$ cat config.mk
export PLATFORM = sky130hd
export DESIGN_NAME = tbt_timer
export DESIGN_NICKNAME = d
export VERILOG_FILES = /design/src/include/tbt_pkg.sv /design/src/design/tbt_timer.sv
export SDC_FILE = /design/constraint.sdc
export NUM_CORES = 1
export LEC_CHECK = 0
export ABC_CLOCK_PERIOD_IN_PS = 1750
export BUFFER_PORTS_ARGS = -buffer_cell sky130_fd_sc_hd__buf_4
export CELL_PAD_IN_SITES_DETAIL_PLACEMENT = 0
export CELL_PAD_IN_SITES_GLOBAL_PLACEMENT = 1
export CORE_MARGIN = 4
export CORE_UTILIZATION = 33
export CTS_BUF_LIST = sky130_fd_sc_hd__clkbuf_4
export DETAILED_ROUTE_END_ITERATION = 12
export GPL_ROUTABILITY_DRIVEN = 0
export PLACE_DENSITY_LB_ADDON = 0.1
export REMOVE_ABC_BUFFERS = 1
export SYNTH_ARGS = -nofsm -noshare
export SYNTH_HDL_FRONTEND = slang
export SYNTH_SLANG_ARGS = --single-unit
$ cat constraint.sdc
create_clock -name REF_CLK -period 1.75 [get_ports REF_CLK]
set_input_delay 0 -clock REF_CLK [delete_from_list [all_inputs] [get_ports REF_CLK]]
set_output_delay 0 -clock REF_CLK [all_outputs]
set_load 0.02 [all_outputs]
$ cat src/include/tbt_pkg.sv
package tbt_pkg;
    // register offsets
    localparam logic [7:0] CTRL_ADDR = 8'hB1;
    localparam logic [7:0] COUNT_ADDR = 8'hB2;
    localparam logic [7:0] PERIOD_ADDR = 8'hB3;
    localparam logic [7:0] STATUS_ADDR = 8'hB4;
    localparam logic [7:0] MASK_ADDR = 8'hB5;
    // control field positions
    localparam int CTRL_EN_BIT = 7;
    localparam int CTRL_CLR_BIT = 6;
    localparam int CTRL_SEL_HI = 5;
    localparam int CTRL_SEL_LO = 3;
    localparam int STATUS_MATCH_BIT = 0;
    // reset values
    localparam logic [7:0] CTRL_RESET = 8'h00;
    localparam logic [7:0] COUNT_RESET = 8'h00;
    localparam logic [7:0] PERIOD_RESET = 8'h00;
    localparam logic [7:0] MASK_RESET = 8'h00;
    // clock select codes
    typedef enum logic [2:0] {
        SEL_SECOND = 3'h0,
        SEL_MINUTE = 3'h1,
        SEL_HOUR = 3'h2,
        SEL_EIGHTH = 3'h3,
        SEL_SYS_DIV12 = 3'h4,
        SEL_FAST_DIV16 = 3'h5,
        SEL_FAST_DIV128 = 3'h6,
        SEL_FAST_DIV1024 = 3'h7
    } tbt_sel_t;
    // power modes
    typedef enum logic [2:0] {
        MODE_FULL_SPEED_ALL = 3'h0,
        MODE_FULL_SPEED_PERIPHERALS = 3'h1,
        MODE_LOW_SPEED_ALL = 3'h2,
        MODE_LOW_SPEED_PERIPHERALS = 3'h3,
        MODE_ALL_HALTED = 3'h4
    } tbt_mode_t;
endpackage : tbt_pkg

$ cat src/design/tbt_timer.sv
// Function
// 8-bit auto-reload timer with mux, counter, comparator
// eight counting clocks from three-bit select
// select codes map to the eight sources
// watch ticks stop when slow oscillator stops
// system clock/12 runs except all halted
// fast divided sources only in full-speed modes
// enabled counter increments on falling clock edges
// disabled: clock gated, counter holds
// disabled: no match ever
// counter counts modulo period, cleared by match
// every match sets interrupt flag
// flag cleared by acknowledge or software
// clear bit zeroes counter, reads zero
// counter keeps running after match
// counter readable, not writable
// selected clock synchronised, falling edge pulse
// reserved control bits read zero
//
// The implementer's own choice: the strobed register port.
module tbt_timer
    import tbt_pkg::*;
(
    // clock and reset
    input wire logic REF_CLK,
    input wire logic RST,
    // register port
    input wire logic [7:0] REG_ADDR,
    input wire logic [7:0] REG_WDATA,
    input wire logic REG_WR,
    input wire logic REG_RD,
    output logic [7:0] REG_RDATA,
    // counting sources
    input wire logic SECOND_TICK,
    input wire logic MINUTE_TICK,
    input wire logic HOUR_TICK,
    input wire logic EIGHTH_SECOND_TICK,
    input wire logic SYS_DIV12_CLK,
    input wire logic FAST_DIV16_CLK,
    input wire logic FAST_DIV128_CLK,
    input wire logic FAST_DIV1024_CLK,
    // power state
    input wire logic SLOW_OSC_RUN,
    input wire logic [2:0] POWER_MODE,
    // interrupt
    input wire logic INT_ACK,
    output logic IRQ
);

    ////////////////////////////////////////////////////////////////////////
    // source selection

    function automatic logic fast_mode(input logic [2:0] mode);
        fast_mode = (mode == MODE_FULL_SPEED_ALL) || (mode == MODE_FULL_SPEED_PERIPHERALS);
    endfunction : fast_mode

    function automatic logic source_pick(
        input logic [2:0] sel,
        input logic [2:0] mode,
        input logic slow_run,
        input logic [7:0] src
    );
        logic fast;
        fast = fast_mode(mode);
        case (sel)
            SEL_SECOND, SEL_MINUTE, SEL_HOUR, SEL_EIGHTH: begin
                source_pick = src[sel] & slow_run;
            end
            SEL_SYS_DIV12: begin
                source_pick = src[sel] & (mode != MODE_ALL_HALTED);
            end
            default: begin
                source_pick = src[sel] & fast;
            end
        endcase
    endfunction : source_pick

    logic enable_r;
    logic enable_nxt;
    logic [2:0] sel_r;
    logic [2:0] sel_nxt;
    logic [7:0] sources;
    logic gated_clk;

    assign sources = {FAST_DIV1024_CLK, FAST_DIV128_CLK, FAST_DIV16_CLK, SYS_DIV12_CLK,
                      EIGHTH_SECOND_TICK, HOUR_TICK, MINUTE_TICK, SECOND_TICK};
    assign gated_clk = enable_r & source_pick(sel_r, POWER_MODE, SLOW_OSC_RUN, sources);

    ////////////////////////////////////////////////////////////////////////
    // synchroniser and falling edge detect

    logic sync1_r;
    logic sync1_nxt;
    logic sync2_r;
    logic sync2_nxt;
    logic sync3_r;
    logic sync3_nxt;
    logic count_pulse;

    // edge detect reads only the settled stages
    assign count_pulse = sync3_r & ~sync2_r & enable_r;

    always_comb begin
        sync1_nxt = gated_clk;
        sync2_nxt = sync1_r;
        sync3_nxt = sync2_r;
    end

    always_ff @(posedge REF_CLK or posedge RST) begin
        if (RST) begin
            sync1_r <= 1'b0;
            sync2_r <= 1'b0;
            sync3_r <= 1'b0;
        end else begin
            sync1_r <= sync1_nxt;
            sync2_r <= sync2_nxt;
            sync3_r <= sync3_nxt;
        end
    end

    ////////////////////////////////////////////////////////////////////////
    // register writes

    // one-hot register hit: ctrl, count, period, status, mask
    function automatic logic [4:0] reg_hit(input logic [7:0] addr);
        reg_hit = 5'h00;
        if (addr == CTRL_ADDR) begin
            reg_hit = 5'h01;
        end else if (addr == COUNT_ADDR) begin
            reg_hit = 5'h02;
        end else if (addr == PERIOD_ADDR) begin
            reg_hit = 5'h04;
        end else if (addr == STATUS_ADDR) begin
            reg_hit = 5'h08;
        end else if (addr == MASK_ADDR) begin
            reg_hit = 5'h10;
        end
    endfunction : reg_hit

    logic [4:0] hit;
    logic wr_ctrl;
    logic wr_period;
    logic wr_status;
    logic wr_mask;
    logic rd_status;
    logic clear_req;
    logic [7:0] period_r;
    logic [7:0] period_nxt;
    logic mask_r;
    logic mask_nxt;

    always_comb begin
        hit = reg_hit(REG_ADDR);
        wr_ctrl = REG_WR & hit[0];
        wr_period = REG_WR & hit[2];
        wr_status = REG_WR & hit[3];
        wr_mask = REG_WR & hit[4];
    end

    assign rd_status = REG_RD & hit[3];
    assign clear_req = wr_ctrl & REG_WDATA[CTRL_CLR_BIT];

    always_comb begin
        enable_nxt = enable_r;
        sel_nxt = sel_r;
        period_nxt = period_r;
        mask_nxt = mask_r;
        if (wr_ctrl) begin
            enable_nxt = REG_WDATA[CTRL_EN_BIT];
            sel_nxt = REG_WDATA[CTRL_SEL_HI:CTRL_SEL_LO];
        end
        if (wr_period) begin
            period_nxt = REG_WDATA;
        end
        if (wr_mask) begin
            mask_nxt = REG_WDATA[STATUS_MATCH_BIT];
        end
    end

    always_ff @(posedge REF_CLK or posedge RST) begin
        if (RST) begin
            enable_r <= CTRL_RESET[CTRL_EN_BIT];
            sel_r <= CTRL_RESET[CTRL_SEL_HI:CTRL_SEL_LO];
            period_r <= PERIOD_RESET;
            mask_r <= MASK_RESET[STATUS_MATCH_BIT];
        end else begin
            enable_r <= enable_nxt;
            sel_r <= sel_nxt;
            period_r <= period_nxt;
            mask_r <= mask_nxt;
        end
    end

    ////////////////////////////////////////////////////////////////////////
    // counter and comparator

    logic [7:0] count_r;
    logic [7:0] count_nxt;
    logic [7:0] count_inc;
    logic match;

    assign count_inc = count_r + 8'h01;
    // period 0 behaves as modulo 256
    assign match = count_pulse && (count_inc == period_r);

    // a clear write wins over count and match
    always_comb begin
        count_nxt = count_r;
        if (clear_req) begin
            count_nxt = COUNT_RESET;
        end else if (match) begin
            count_nxt = COUNT_RESET;
        end else if (count_pulse) begin
            count_nxt = count_inc;
        end
    end

    always_ff @(posedge REF_CLK or posedge RST) begin
        if (RST) begin
            count_r <= COUNT_RESET;
        end else begin
            count_r <= count_nxt;
        end
    end

    ////////////////////////////////////////////////////////////////////////
    // interrupt flag

    logic flag_r;
    logic flag_nxt;
    logic flag_clear;

    assign flag_clear = INT_ACK | rd_status | (wr_status & REG_WDATA[STATUS_MATCH_BIT]);

    // a match wins over a clear in the same cycle
    always_comb begin
        flag_nxt = flag_r;
        if (match) begin
            flag_nxt = 1'b1;
        end else if (flag_clear) begin
            flag_nxt = 1'b0;
        end
    end

    always_ff @(posedge REF_CLK or posedge RST) begin
        if (RST) begin
            flag_r <= 1'b0;
        end else begin
            flag_r <= flag_nxt;
        end
    end

    // registered copy keeps the flag and mask timing
    logic irq_r;
    logic irq_nxt;

    always_comb begin
        irq_nxt = flag_nxt & mask_nxt;
    end

    always_ff @(posedge REF_CLK or posedge RST) begin
        if (RST) begin
            irq_r <= 1'b0;
        end else begin
            irq_r <= irq_nxt;
        end
    end

    assign IRQ = irq_r;

    ////////////////////////////////////////////////////////////////////////
    // read data

    logic [7:0] rdata_r;
    logic [7:0] rdata_nxt;

    // read data zero outside the reply cycle
    always_comb begin
        rdata_nxt = 8'h00;
        if (REG_RD) begin
            if (hit[0]) begin
                rdata_nxt[CTRL_EN_BIT] = enable_r;
                rdata_nxt[CTRL_SEL_HI:CTRL_SEL_LO] = sel_r;
            end else if (hit[1]) begin
                rdata_nxt = count_r;
            end else if (hit[2]) begin
                rdata_nxt = period_r;
            end else if (hit[3]) begin
                rdata_nxt[STATUS_MATCH_BIT] = flag_r;
            end else if (hit[4]) begin
                rdata_nxt[STATUS_MATCH_BIT] = mask_r;
            end
        end
    end

    always_ff @(posedge REF_CLK or posedge RST) begin
        if (RST) begin
            rdata_r <= 8'h00;
        end else begin
            rdata_r <= rdata_nxt;
        end
    end

    assign REG_RDATA = rdata_r;

endmodule : tbt_timer

==> reports/summary.txt, run 1 <==
Status -> finished with violations
Failing checks -> setup timing
Measured slew at the worst slew-check pin -> 0.487 ns
Mapped Cells -> 167
Synth Register Bits -> 34
Die area -> 0.00663 mm2
Max-cap violations -> 0
Overflow after GRT -> 0
Clock skew -> 0.00809 ns
Clk_lat worst skew -> 0.33 ns
Post-route setup slack -> -0.0539 ns
Met2 Routed Length -> 2.46 mm
Total CTS buffers -> 5
Setup violators final -> 10
N_diodes -> 0
Initial Utilization -> 0.344
Ys Warns -> 0
Avg WL per Cell -> 15.4 um
Share of cells above drive strength 1 -> 0.433
Slew margin rel. -> 0.674
Syn avg cell area -> 10.7 um2
Metal1 wirelength -> 2.14 mm
Crit path buffers/inverters -> 1
Cell Area, Synth -> 0.00178 mm2
Top layer in use -> met4
Die height -> 81.4 um
PwrDens -> 644 mW/mm2
Int Power -> 1.19 mW
Nature of the critical path endpoint -> flip-flop
Vias in the first global route -> 1666
Worst Setup Start Kind -> flip-flop
Layout area overhead -> 46.1%
Slowest stage cell, crit path -> dfrtp_1
Die W -> 81.4 um
Crit path required time -> 1.97 ns
Worst path cell trace -> ha_4, xnor2_4, o21ai_2, nor4_2, o2111ai_2, nor3_4, buf_6, o22ai_2
CTS max path bufs -> 2
Post-synth cell types -> 43
Switching power -> 485 uW
CP peak stage delay -> 0.44 ns
DRT iter0 DRCs -> 140
Met3 WL -> 208 um
Gr usage total -> 0.159
Post-DP Area -> 0.00231 mm2
H-Tree Depth -> 2
Fin. Hold Viols -> 0
Maximum fanout along the worst path -> 5
Pre-CTS WS -> -0.157 ns
DR pass1 iterations -> 5
DPL Wire Length -> 3.66 mm
Fin. max-slew vios -> 0
Pin count of the biggest net entering global routing -> 35
Filler cell count -> 465
Sequential share of the synthesized area -> 0.478
DRT Wirelength -> 4.85 mm
RSZ-0062 raised after global routing -> true
Via count -> 1592
Sequential Power Share -> 0.507
Clock tree sinks -> 34
Crit path max-delay family -> flip-flops
Crit path kind -> flip-flop to flip-flop
IO Port Bufs -> 41
Worst endpoint data arrival time -> 2.03 ns
Sw frac -> 0.290
Fin util -> 0.503
Leak pwr -> 1.24 nW
Layout net count -> 279
Clock share of power -> 0.245
CTS tree -> done
Top FF cell, synth -> dfrtp_1
Post-DRT Antenna Nets -> 0
Fin crit period -> 1.80 ns
Combinational fraction of design power -> 0.249
Hold Crit Class -> input port to flip-flop
Ys async rst share -> 1.00
Fmax -> 554 MHz
Worst VDD drop -> 0.289 mV
Antenna violations before repair -> 0
DRC viols -> 0
CTS root buffer -> clkbuf_4
Vias per cell -> 5.05
First-pass GRT wire length -> 7.99 mm
Post-route design area -> 0.00260 mm2
Clock transition at the registers of the reported paths -> 0.11 ns
I/O pins -> 42
Core region area -> 0.00517 mm2
Tcrit/Tclk final -> 1.03
Post-synth EDFFs -> 0
Site Rows -> 26
[metrics by stage]
| stage | TNS [ns] | hold slack (ns) | power, mW | instances |
|---|---|---|---|---|
| floorplan | -0.810 | 0.138 | 1.04 | 161 |
| global placement | -0.403 | 0.126 | 1.19 | 294 |
| detailed placement | -1.10 | 0.132 | 1.19 | 294 |
| CTS | -0.250 | 0.0372 | 1.68 | 315 |
| global route | -1.33 | 0.0534 | 1.77 | 315 |
| finish | -0.287 | 0.0440 | 1.67 | 315 |
[logic make-up after synthesis]
kind of cell             Yosys count  share of synthesized area
AND/OR/NAND/NOR                   65                      0.198
flip-flops                        34                      0.478
multiplexers                      17                      0.120
AO/OA/AOI/OAI                     26                      0.103
buffers and inverters             10                     0.0253
adder cells (fa/ha/maj)            1                    0.00703
XOR/XNOR                          14                     0.0689
[sequential cells by signal (all words and copies together) (netlist names)]
| register | cells |
|---|---|
| REG_RDATA | 8 |
| count_r | 8 |
| period_r | 8 |
| sel_r | 3 |
| IRQ | 1 |
| enable_r | 1 |
| flag_r | 1 |
| mask_r | 1 |
| sync1_r | 1 |
| sync2_r | 1 |
| sync3_r | 1 |
[cell usage after synthesis, types with 2 or more instances]
cell | instances | area [um2]
a21boi_0 | 2 | 15.0
a21oi_1 | 4 | 20.0
a222oi_1 | 2 | 20.0
a22oi_1 | 5 | 37.5
buf_2 | 3 | 15.0
clkbuf_1 | 2 | 7.51
dfrtp_1 | 34 | 851
inv_1 | 4 | 15.0
mux2_2 | 13 | 146
mux4_2 | 2 | 45.0
nand2_1 | 16 | 60.1
nand2b_1 | 3 | 18.8
nand3_1 | 4 | 20.0
nor2_1 | 14 | 52.6
nor2b_1 | 2 | 12.5
nor3_1 | 10 | 50.1
nor3_4 | 2 | 32.5
o21ai_0 | 2 | 10.0
o22ai_1 | 4 | 25.0
o32ai_1 | 2 | 17.5
or2_1 | 3 | 18.8
xnor2_1 | 10 | 87.6
xor2_1 | 4 | 35.0
[worst reg2reg max path: stages (launching register included)]
cell	delay, ns
dfrtp_1	0.44
ha_4	0.21
xnor2_4	0.14
o21ai_2	0.07
nor4_2	0.25
o2111ai_2	0.17
nor3_4	0.17
buf_6	0.15
o22ai_2	0.08
[power by group through the flow]
stage	Combinational (mW)	Clock [mW]	Sequential [mW]
2_1_floorplan	0.178	0	0.859
3_3_place_gp	0.332	0	0.858
3_5_place_dp	0.333	0	0.859
4_1_cts	0.402	0.427	0.846
5_1_grt	0.453	0.460	0.854
6_report	0.416	0.410	0.849
[layout by cell type (no fill, tap or decap), drive strengths merged, types with 3 or more instances in the layout]
cell type,instances
nand2,16
nor3,12
dfrtp,34
buf,67
clkbuf,5
nand3,5
a22oi,5
nor2,14
a21oi,4
or2,3
xor2,4
nand2b,3
mux2,14
dlygate4sd3,10
o22ai,4
xnor2,10
inv,4
[path summary, 6_finish.rpt]
check	start	endpoint	slack (ns)	depth (start not counted)
max	count_r[1]	count_r[1]	-0.05	8
min	SLOW_OSC_RUN	sync1_r	0.04	4
max reg2reg	count_r[1]	count_r[1]	-0.05	8
min reg2reg	sync1_r	sync2_r	0.37	0
max in group asynchronous	RST	mask_r	1.14	4
min in group asynchronous	RST	REG_RDATA[4]	0.31	4
[repair_timing]
action / CTS / global route
buffers inserted: 4 / 0
gates resized for setup: 13 / 6
setup endpoints to repair: 10 / 10
endpoints found under the hold margin: 51 / 0
pin swaps: 5 / 0
hold buffers: 10 / 0
[area by class of cell]
cell class              instances  area [um2]  share of cell area
clock buffers                   5        37.5              0.0144
clock inverters                 2        10.0             0.00385
inverters                       4        15.0             0.00577
multi-input cells             123         972               0.374
flip-flops and latches         34         851               0.327
well taps                      70        87.6              0.0337
repair buffers                 77         627               0.241
[layer usage]
layer / track usage / vias up
li1: - / 755
met1: 0.209 / 784
met2: 0.258 / 47
met3: 0.0340 / 6
met4: 0.0541 / 0
met5: 0 / -
Note: power is estimated with default switching activity, not from simulation.
==> run 2, diff against run 1 <==
- PLACE_DENSITY: default -> 0.68
- PLACE_DENSITY_LB_ADDON: 0.1 -> default
- SLEW_MARGIN: default -> 20
==> run 2 against run 1 <==
  * The run still ends with setup timing left
  * Hold slack got worse by 0.012 ns
  * Cell area up 1.3%
  * Setup slack worse by 0.072 ns
  * Via count shrank 1.5%
  * Register-to-register slack got worse by 0.07 ns
  * Die area is the same
  * Clock skew grew 0.0048 ns
  * Clock power is 2% higher
  * Final cell count grew 1.9%
==> reports/summary.txt, run 2 (synthesized netlist as in run 1, its figures left out) <==
DRT Wirelength -> 4.62 mm (was 4.85 mm)
Initial Utilization -> 0.344 (unchanged)
Tcrit/Tclk final -> 1.07 (was 1.03)
Avg WL per Cell -> 14.4 um (was 15.4 um)
Post-route setup slack -> -0.126 ns (was -0.0539 ns)
Filler cell count -> 462 (was 465)
Fin crit period -> 1.88 ns (was 1.80 ns)
Site Rows -> 26 (unchanged)
DRC viols -> 0 (unchanged)
Leak pwr -> 1.26 nW (was 1.24 nW)
IO Port Bufs -> 41 (unchanged)
N_diodes -> 0 (unchanged)
Post-route insts no fill -> 321 (was 315)
Multi-input combinational cell area -> 970 um2 (was 972 um2)
Worst endpoint data arrival time -> 2.10 ns (was 2.03 ns)
CTS tree -> done (unchanged)
Hold Crit Class -> input port to flip-flop (unchanged)
Fin. Hold Viols -> 0 (unchanged)
H-Tree Depth -> 2 (unchanged)
DRT iter0 DRCs -> 58 (was 140)
Worst Setup Start Kind -> flip-flop (unchanged)
Post-route design area -> 0.00263 mm2 (was 0.00260 mm2)
Measured slew at the worst slew-check pin -> 0.425 ns (was 0.487 ns)
Fmax -> 533 MHz (was 554 MHz)
Gr usage total -> 0.151 (was 0.159)
Register area -> 851 um2 (unchanged)
Clock skew -> 0.0129 ns (was 0.00809 ns)
Pin count of the biggest net entering global routing -> 35 (unchanged)
Int Power -> 1.22 mW (was 1.19 mW)
Clock tree sinks -> 34 (unchanged)
Failing checks -> setup timing (unchanged)
Switching power -> 472 uW (was 485 uW)
CTS root buffer -> clkbuf_4 (unchanged)
Max-cap violations -> 0 (unchanged)
PwrDens -> 643 mW/mm2 (was 644 mW/mm2)
Vias per cell -> 4.88 (was 5.05)
Status -> finished with violations (unchanged)
Clock share of power -> 0.247 (was 0.245)
Share of cells above drive strength 1 -> 0.442 (was 0.433)
Placed cell count -> 298 (was 294)
Worst VDD drop -> 0.375 mV (was 0.289 mV)
Overflow after GRT -> 0 (unchanged)
Most common cell after layout, fill and taps aside -> buf_4 (unchanged)
RSZ-0062 raised after global routing -> true (unchanged)
Die W -> 81.4 um (unchanged)
Antenna violations before repair -> 0 (unchanged)
Sw frac -> 0.279 (was 0.290)
Nature of the critical path endpoint -> flip-flop (unchanged)
Post-DP Area -> 0.00234 mm2 (was 0.00231 mm2)
Commonest cells after routing, fill and taps aside -> buf_4 (68), dfrtp_1 (34), nand2_1 (16), nor2_1 (13), mux2_2 (13) (was buf_4 (63), dfrtp_1 (34), nand2_1 (15), nor2_1 (13), mux2_2 (13))
Crit path kind -> flip-flop to flip-flop (unchanged)
Post-DRT Antenna Nets -> 0 (unchanged)
Combinational fraction of design power -> 0.253 (was 0.249)
Sequential Power Share -> 0.500 (was 0.507)
CTS max path bufs -> 2 (unchanged)
Pre-CTS WS -> -0.176 ns (was -0.157 ns)
Maximum fanout along the worst path -> 5 (unchanged)
Core region area -> 0.00517 mm2 (unchanged)
Via count -> 1568 (was 1592)
Crit path required time -> 1.98 ns (was 1.97 ns)
First-pass GRT wire length -> 7.50 mm (was 7.99 mm)
Layout net count -> 284 (was 279)
Die area -> 0.00663 mm2 (unchanged)
I/O pins -> 42 (unchanged)
Setup violators final -> 10 (unchanged)
DPL Wire Length -> 3.50 mm (was 3.66 mm)
Clock transition at the registers of the reported paths -> 0.10 ns (was 0.11 ns)
Slew margin rel. -> 0.716 (was 0.674)
Clk_lat worst skew -> 0.34 ns (was 0.33 ns)
Total CTS buffers -> 5 (unchanged)
DR pass1 iterations -> 4 (was 5)
Die height -> 81.4 um (unchanged)
Layout area overhead -> 48.0% (was 46.1%)
Fin. max-slew vios -> 0 (unchanged)
Vias in the first global route -> 1501 (was 1666)
==> run 2: cell types whose count changed in the layout (fill, tap and decap cells not counted), sizes merged <==
cell / delta
buf: +5
clkbuf: +1
==> run 2: worst max-delay path: stages (launching register included) <==
cell and delay [ns]:
dfrtp_1 0.44, ha_4 0.20, xnor2_2 0.15, o21ai_2 0.07, nor4_2 0.27, o2111ai_2 0.19
nor3_4 0.23, buf_6 0.15, o22ai_2 0.06
==> run 2: power groups by stage <==
stage | clock network, mW | registers, mW | logic (mW)
floorplan | 0 | 0.859 | 0.178
global placement | 0 | 0.857 | 0.345
detailed placement | 0 | 0.858 | 0.346
CTS | 0.438 | 0.846 | 0.414
global route | 0.458 | 0.850 | 0.470
finish | 0.419 | 0.846 | 0.428
==> run 2: repair_timing <==
action / in CTS / in global routing
hold buffers: 10 / 0
hold endpoints to repair: 51 / 0
resized for setup: 15 / 5
buffers inserted: 5 / 0
endpoints found under the setup margin: 10 / 10
pin swaps: 12 / 5
==> run 2: metal layers <==
layer / track usage / wire length [um] / vias to the layer above
li1: - / - / 772
met1: 0.196 / 2000 / 753
met2: 0.248 / 2320 / 35
met3: 0.0395 / 257 / 8
met4: 0.0405 / 48 / 0
met5: 0 / 0 / -
==> run 2: path summary, 6_finish.rpt <==
kind / from / cells past startpoint / slack, ns / to
min reg2reg: sync1_r / 0 / 0.37 / sync2_r
min in group asynchronous: RST / 4 / 0.31 / REG_RDATA[6]
max: count_r[0] / 8 / -0.13 / count_r[0]
max in group asynchronous: RST / 4 / 1.13 / flag_r
min: SLOW_OSC_RUN / 4 / 0.03 / sync1_r
max reg2reg: count_r[0] / 8 / -0.13 / count_r[0]
==> run 2: cell type report <==
cell class / count / share of cell area
inverters: 4 / 0.00570
clock inverters: 2 / 0.00333
flip-flops and latches: 34 / 0.323
repair buffers: 82 / 0.249
multi-input cells: 123 / 0.368
clock buffers: 6 / 0.0171
well taps: 70 / 0.0333
==> run 2: metrics by stage <==
stage	power [mW]	hold WS, ns	util	setup TNS [ns]
after global routing	1.78	0.0521	0.509	-1.91
after global placement	1.20	0.130	0.452	-0.497
after floorplan	1.04	0.138	-	-0.810
final	1.69	0.0317	0.509	-1.11
after CTS	1.70	0.0177	0.504	-0.764
after detailed placement	1.20	0.133	0.452	-1.53
==> run 3, diff against run 2 <==
- MAX_ROUTING_LAYER: default -> met4
==> run 3 against run 2 <==
  * The flow still finishes with violations (setup timing)
  * Power about the same
  * Critical path depth unchanged
  * Via count down 0.32%
  * Die area unchanged
  * Critical endpoint unchanged
  * Highest routed layer unchanged
==> reports/summary.txt, run 3 (synthesized netlist as in run 1, its figures left out) <==
Fin. Hold Viols -> 0 (unchanged)
Die height -> 81.4 um (unchanged)
Pin count of the biggest net entering global routing -> 35 (unchanged)
Crit path max-delay family -> simple AND/OR/NAND/NOR gates (unchanged)
Status -> finished with violations (unchanged)
DR pass1 iterations -> 4 (unchanged)
FF-to-FF Start -> count_r[0] (unchanged)
Crit path required time -> 1.98 ns (about the same)
Antenna violations before repair -> 0 (unchanged)
First-pass GRT wire length -> 7.49 mm (was 7.50 mm)
Die W -> 81.4 um (unchanged)
Filler cell count -> 462 (unchanged)
N_diodes -> 0 (unchanged)
Maximum fanout along the worst path -> 5 (unchanged)
Most common cell after layout, fill and taps aside -> buf_4 (unchanged)
Leak pwr -> 1.26 nW (unchanged)
DRT Wirelength -> 4.62 mm (about the same)
Avg WL per Cell -> 14.4 um (about the same)
Core region area -> 0.00517 mm2 (unchanged)
Vias per cell -> 4.87 (was 4.88)
CP peak stage delay -> 0.44 ns (about the same)
Gr usage total -> 0.155 (was 0.151)
Slowest stage cell, crit path -> dfrtp_1 (unchanged)
Site Rows -> 26 (unchanged)
Hold Crit Class -> input port to flip-flop (unchanged)
Hold slack final -> 0.0304 ns (was 0.0317 ns)
Share of cells above drive strength 1 -> 0.442 (unchanged)
Setup violators final -> 10 (unchanged)
Vias in the first global route -> 1508 (was 1501)
Worst path cell trace -> ha_4, xnor2_2, o21ai_2, nor4_2, o2111ai_2, nor3_4, buf_6, o22ai_2 (unchanged)
Measured slew at the worst slew-check pin -> 0.424 ns (was 0.425 ns)
Worst Setup Start Kind -> flip-flop (unchanged)
Min-delay src -> SLOW_OSC_RUN (unchanged)
Placed cell count -> 298 (unchanged)
Post-route setup slack -> -0.127 ns (was -0.126 ns)
Fmax -> 533 MHz (about the same)
Post-DP Area -> 0.00234 mm2 (unchanged)
I/O pins -> 42 (unchanged)
Via count -> 1563 (was 1568)
Worst endpoint data arrival time -> 2.10 ns (about the same)
Nature of the critical path endpoint -> flip-flop (unchanged)
Worst VDD drop -> 0.375 mV (about the same)
IO Port Bufs -> 41 (unchanged)
Fin crit period -> 1.88 ns (about the same)
Clock transition at the registers of the reported paths -> 0.10 ns (about the same)
Tcrit/Tclk final -> 1.07 (about the same)
CTS tree -> done (unchanged)
Max-cap violations -> 0 (unchanged)
Clk_lat worst skew -> 0.34 ns (about the same)
Layout area overhead -> 48.0% (unchanged)
Die area -> 0.00663 mm2 (unchanged)
Failing checks -> setup timing (unchanged)
Initial Utilization -> 0.344 (unchanged)
Fin util -> 0.509 (unchanged)
Slew margin rel. -> 0.718 (was 0.716)
Post-route design area -> 0.00263 mm2 (unchanged)
Post-DRT Antenna Nets -> 0 (unchanged)
Clock tree sinks -> 34 (unchanged)
DRC viols -> 0 (unchanged)
RSZ-0062 raised after global routing -> true (unchanged)
Fin. max-slew vios -> 0 (unchanged)
Commonest cells after routing, fill and taps aside -> buf_4 (68), dfrtp_1 (34), nand2_1 (16), nor2_1 (13), mux2_2 (13) (unchanged)
Layout net count -> 284 (unchanged)
PwrDens -> 644 mW/mm2 (was 643 mW/mm2)
DRT iter0 DRCs -> 75 (was 58)
Crit path buffers/inverters -> 1 (unchanged)
Total CTS buffers -> 5 (unchanged)
Post-route insts no fill -> 321 (unchanged)
Crit path kind -> flip-flop to flip-flop (unchanged)
CTS max path bufs -> 2 (unchanged)
DPL Wire Length -> 3.50 mm (unchanged)
CTS root buffer -> clkbuf_4 (unchanged)
Worst Setup SP -> count_r[0] (unchanged)
Clock skew -> 0.0128 ns (was 0.0129 ns)
H-Tree Depth -> 2 (unchanged)
Overflow after GRT -> 0 (unchanged)
==> run 3: cell counts in the layout (fill, tap and decap cells not counted) <==
No cell type changed its count.
==> run 3: routing by layer <==
| layer | global-route usage | part of all wire |
|---|---|---|
| met2 | 0.248 | 0.50 |
| met5 | - | 0 |
| met4 | 0.0405 | 0.0095 |
| met3 | 0.0362 | 0.043 |
| met1 | 0.198 | 0.44 |
==> run 3: power by group <==
group,leakage [nW],total [mW],internal (mW),switching [mW]
sequential,0.434,0.846,0.813,0.0327
clock,0.0331,0.419,0.166,0.253
combinational,0.791,0.429,0.241,0.187
==> run 3: worst paths after layout <==
| check | cells after the start | slack (ns) | to |
|---|---|---|---|
| min reg2reg | 0 | 0.37 | sync2_r |
| max | 8 | -0.13 | count_r[0] |
| max reg2reg | 8 | -0.13 | count_r[0] |
| min in group asynchronous | 4 | 0.30 | REG_RDATA[6] |
| max in group asynchronous | 4 | 1.14 | flag_r |
| min | 4 | 0.03 | sync1_r |
==> run 3: what timing repair did <==
action,4_1_cts,5_1_grt
buffers inserted,5,0
hold buffers,10,0
endpoints found under the hold margin,51,0
endpoints found under the setup margin,10,10
pin swaps,12,5
gates resized for setup,15,5
==> run 3: area by class of cell <==
type / instances / area, um2 / share of cell area
multi-input cells: 123 / 970 / 0.368
flip-flops and latches: 34 / 851 / 0.323
repair buffers: 82 / 656 / 0.249
well taps: 70 / 87.6 / 0.0333
clock buffers: 6 / 45.0 / 0.0171
inverters: 4 / 15.0 / 0.00570
clock inverters: 2 / 8.76 / 0.00333
==> run 3: tightest hold or removal path: cells and delay by family <==
| kind | cells | cell delay (ns) |
|---|---|---|
| AOI/OAI and AO/OA | 1 | 0.12 |
| buffers and inverters | 1 | 0.07 |
| and+or+nand+nor | 2 | 0.14 |
==> run 3: metrics by stage <==
| step | power, mW | setup TNS, ns | worst slack, ns |
|---|---|---|---|
| global placement | 1.20 | -0.497 | -0.0725 |
| finish | 1.69 | -1.11 | -0.127 |
| detailed placement | 1.20 | -1.53 | -0.176 |
| floorplan | 1.04 | -0.810 | -0.121 |
| CTS | 1.70 | -0.764 | -0.0881 |
| global route | 1.78 | -1.91 | -0.216 |
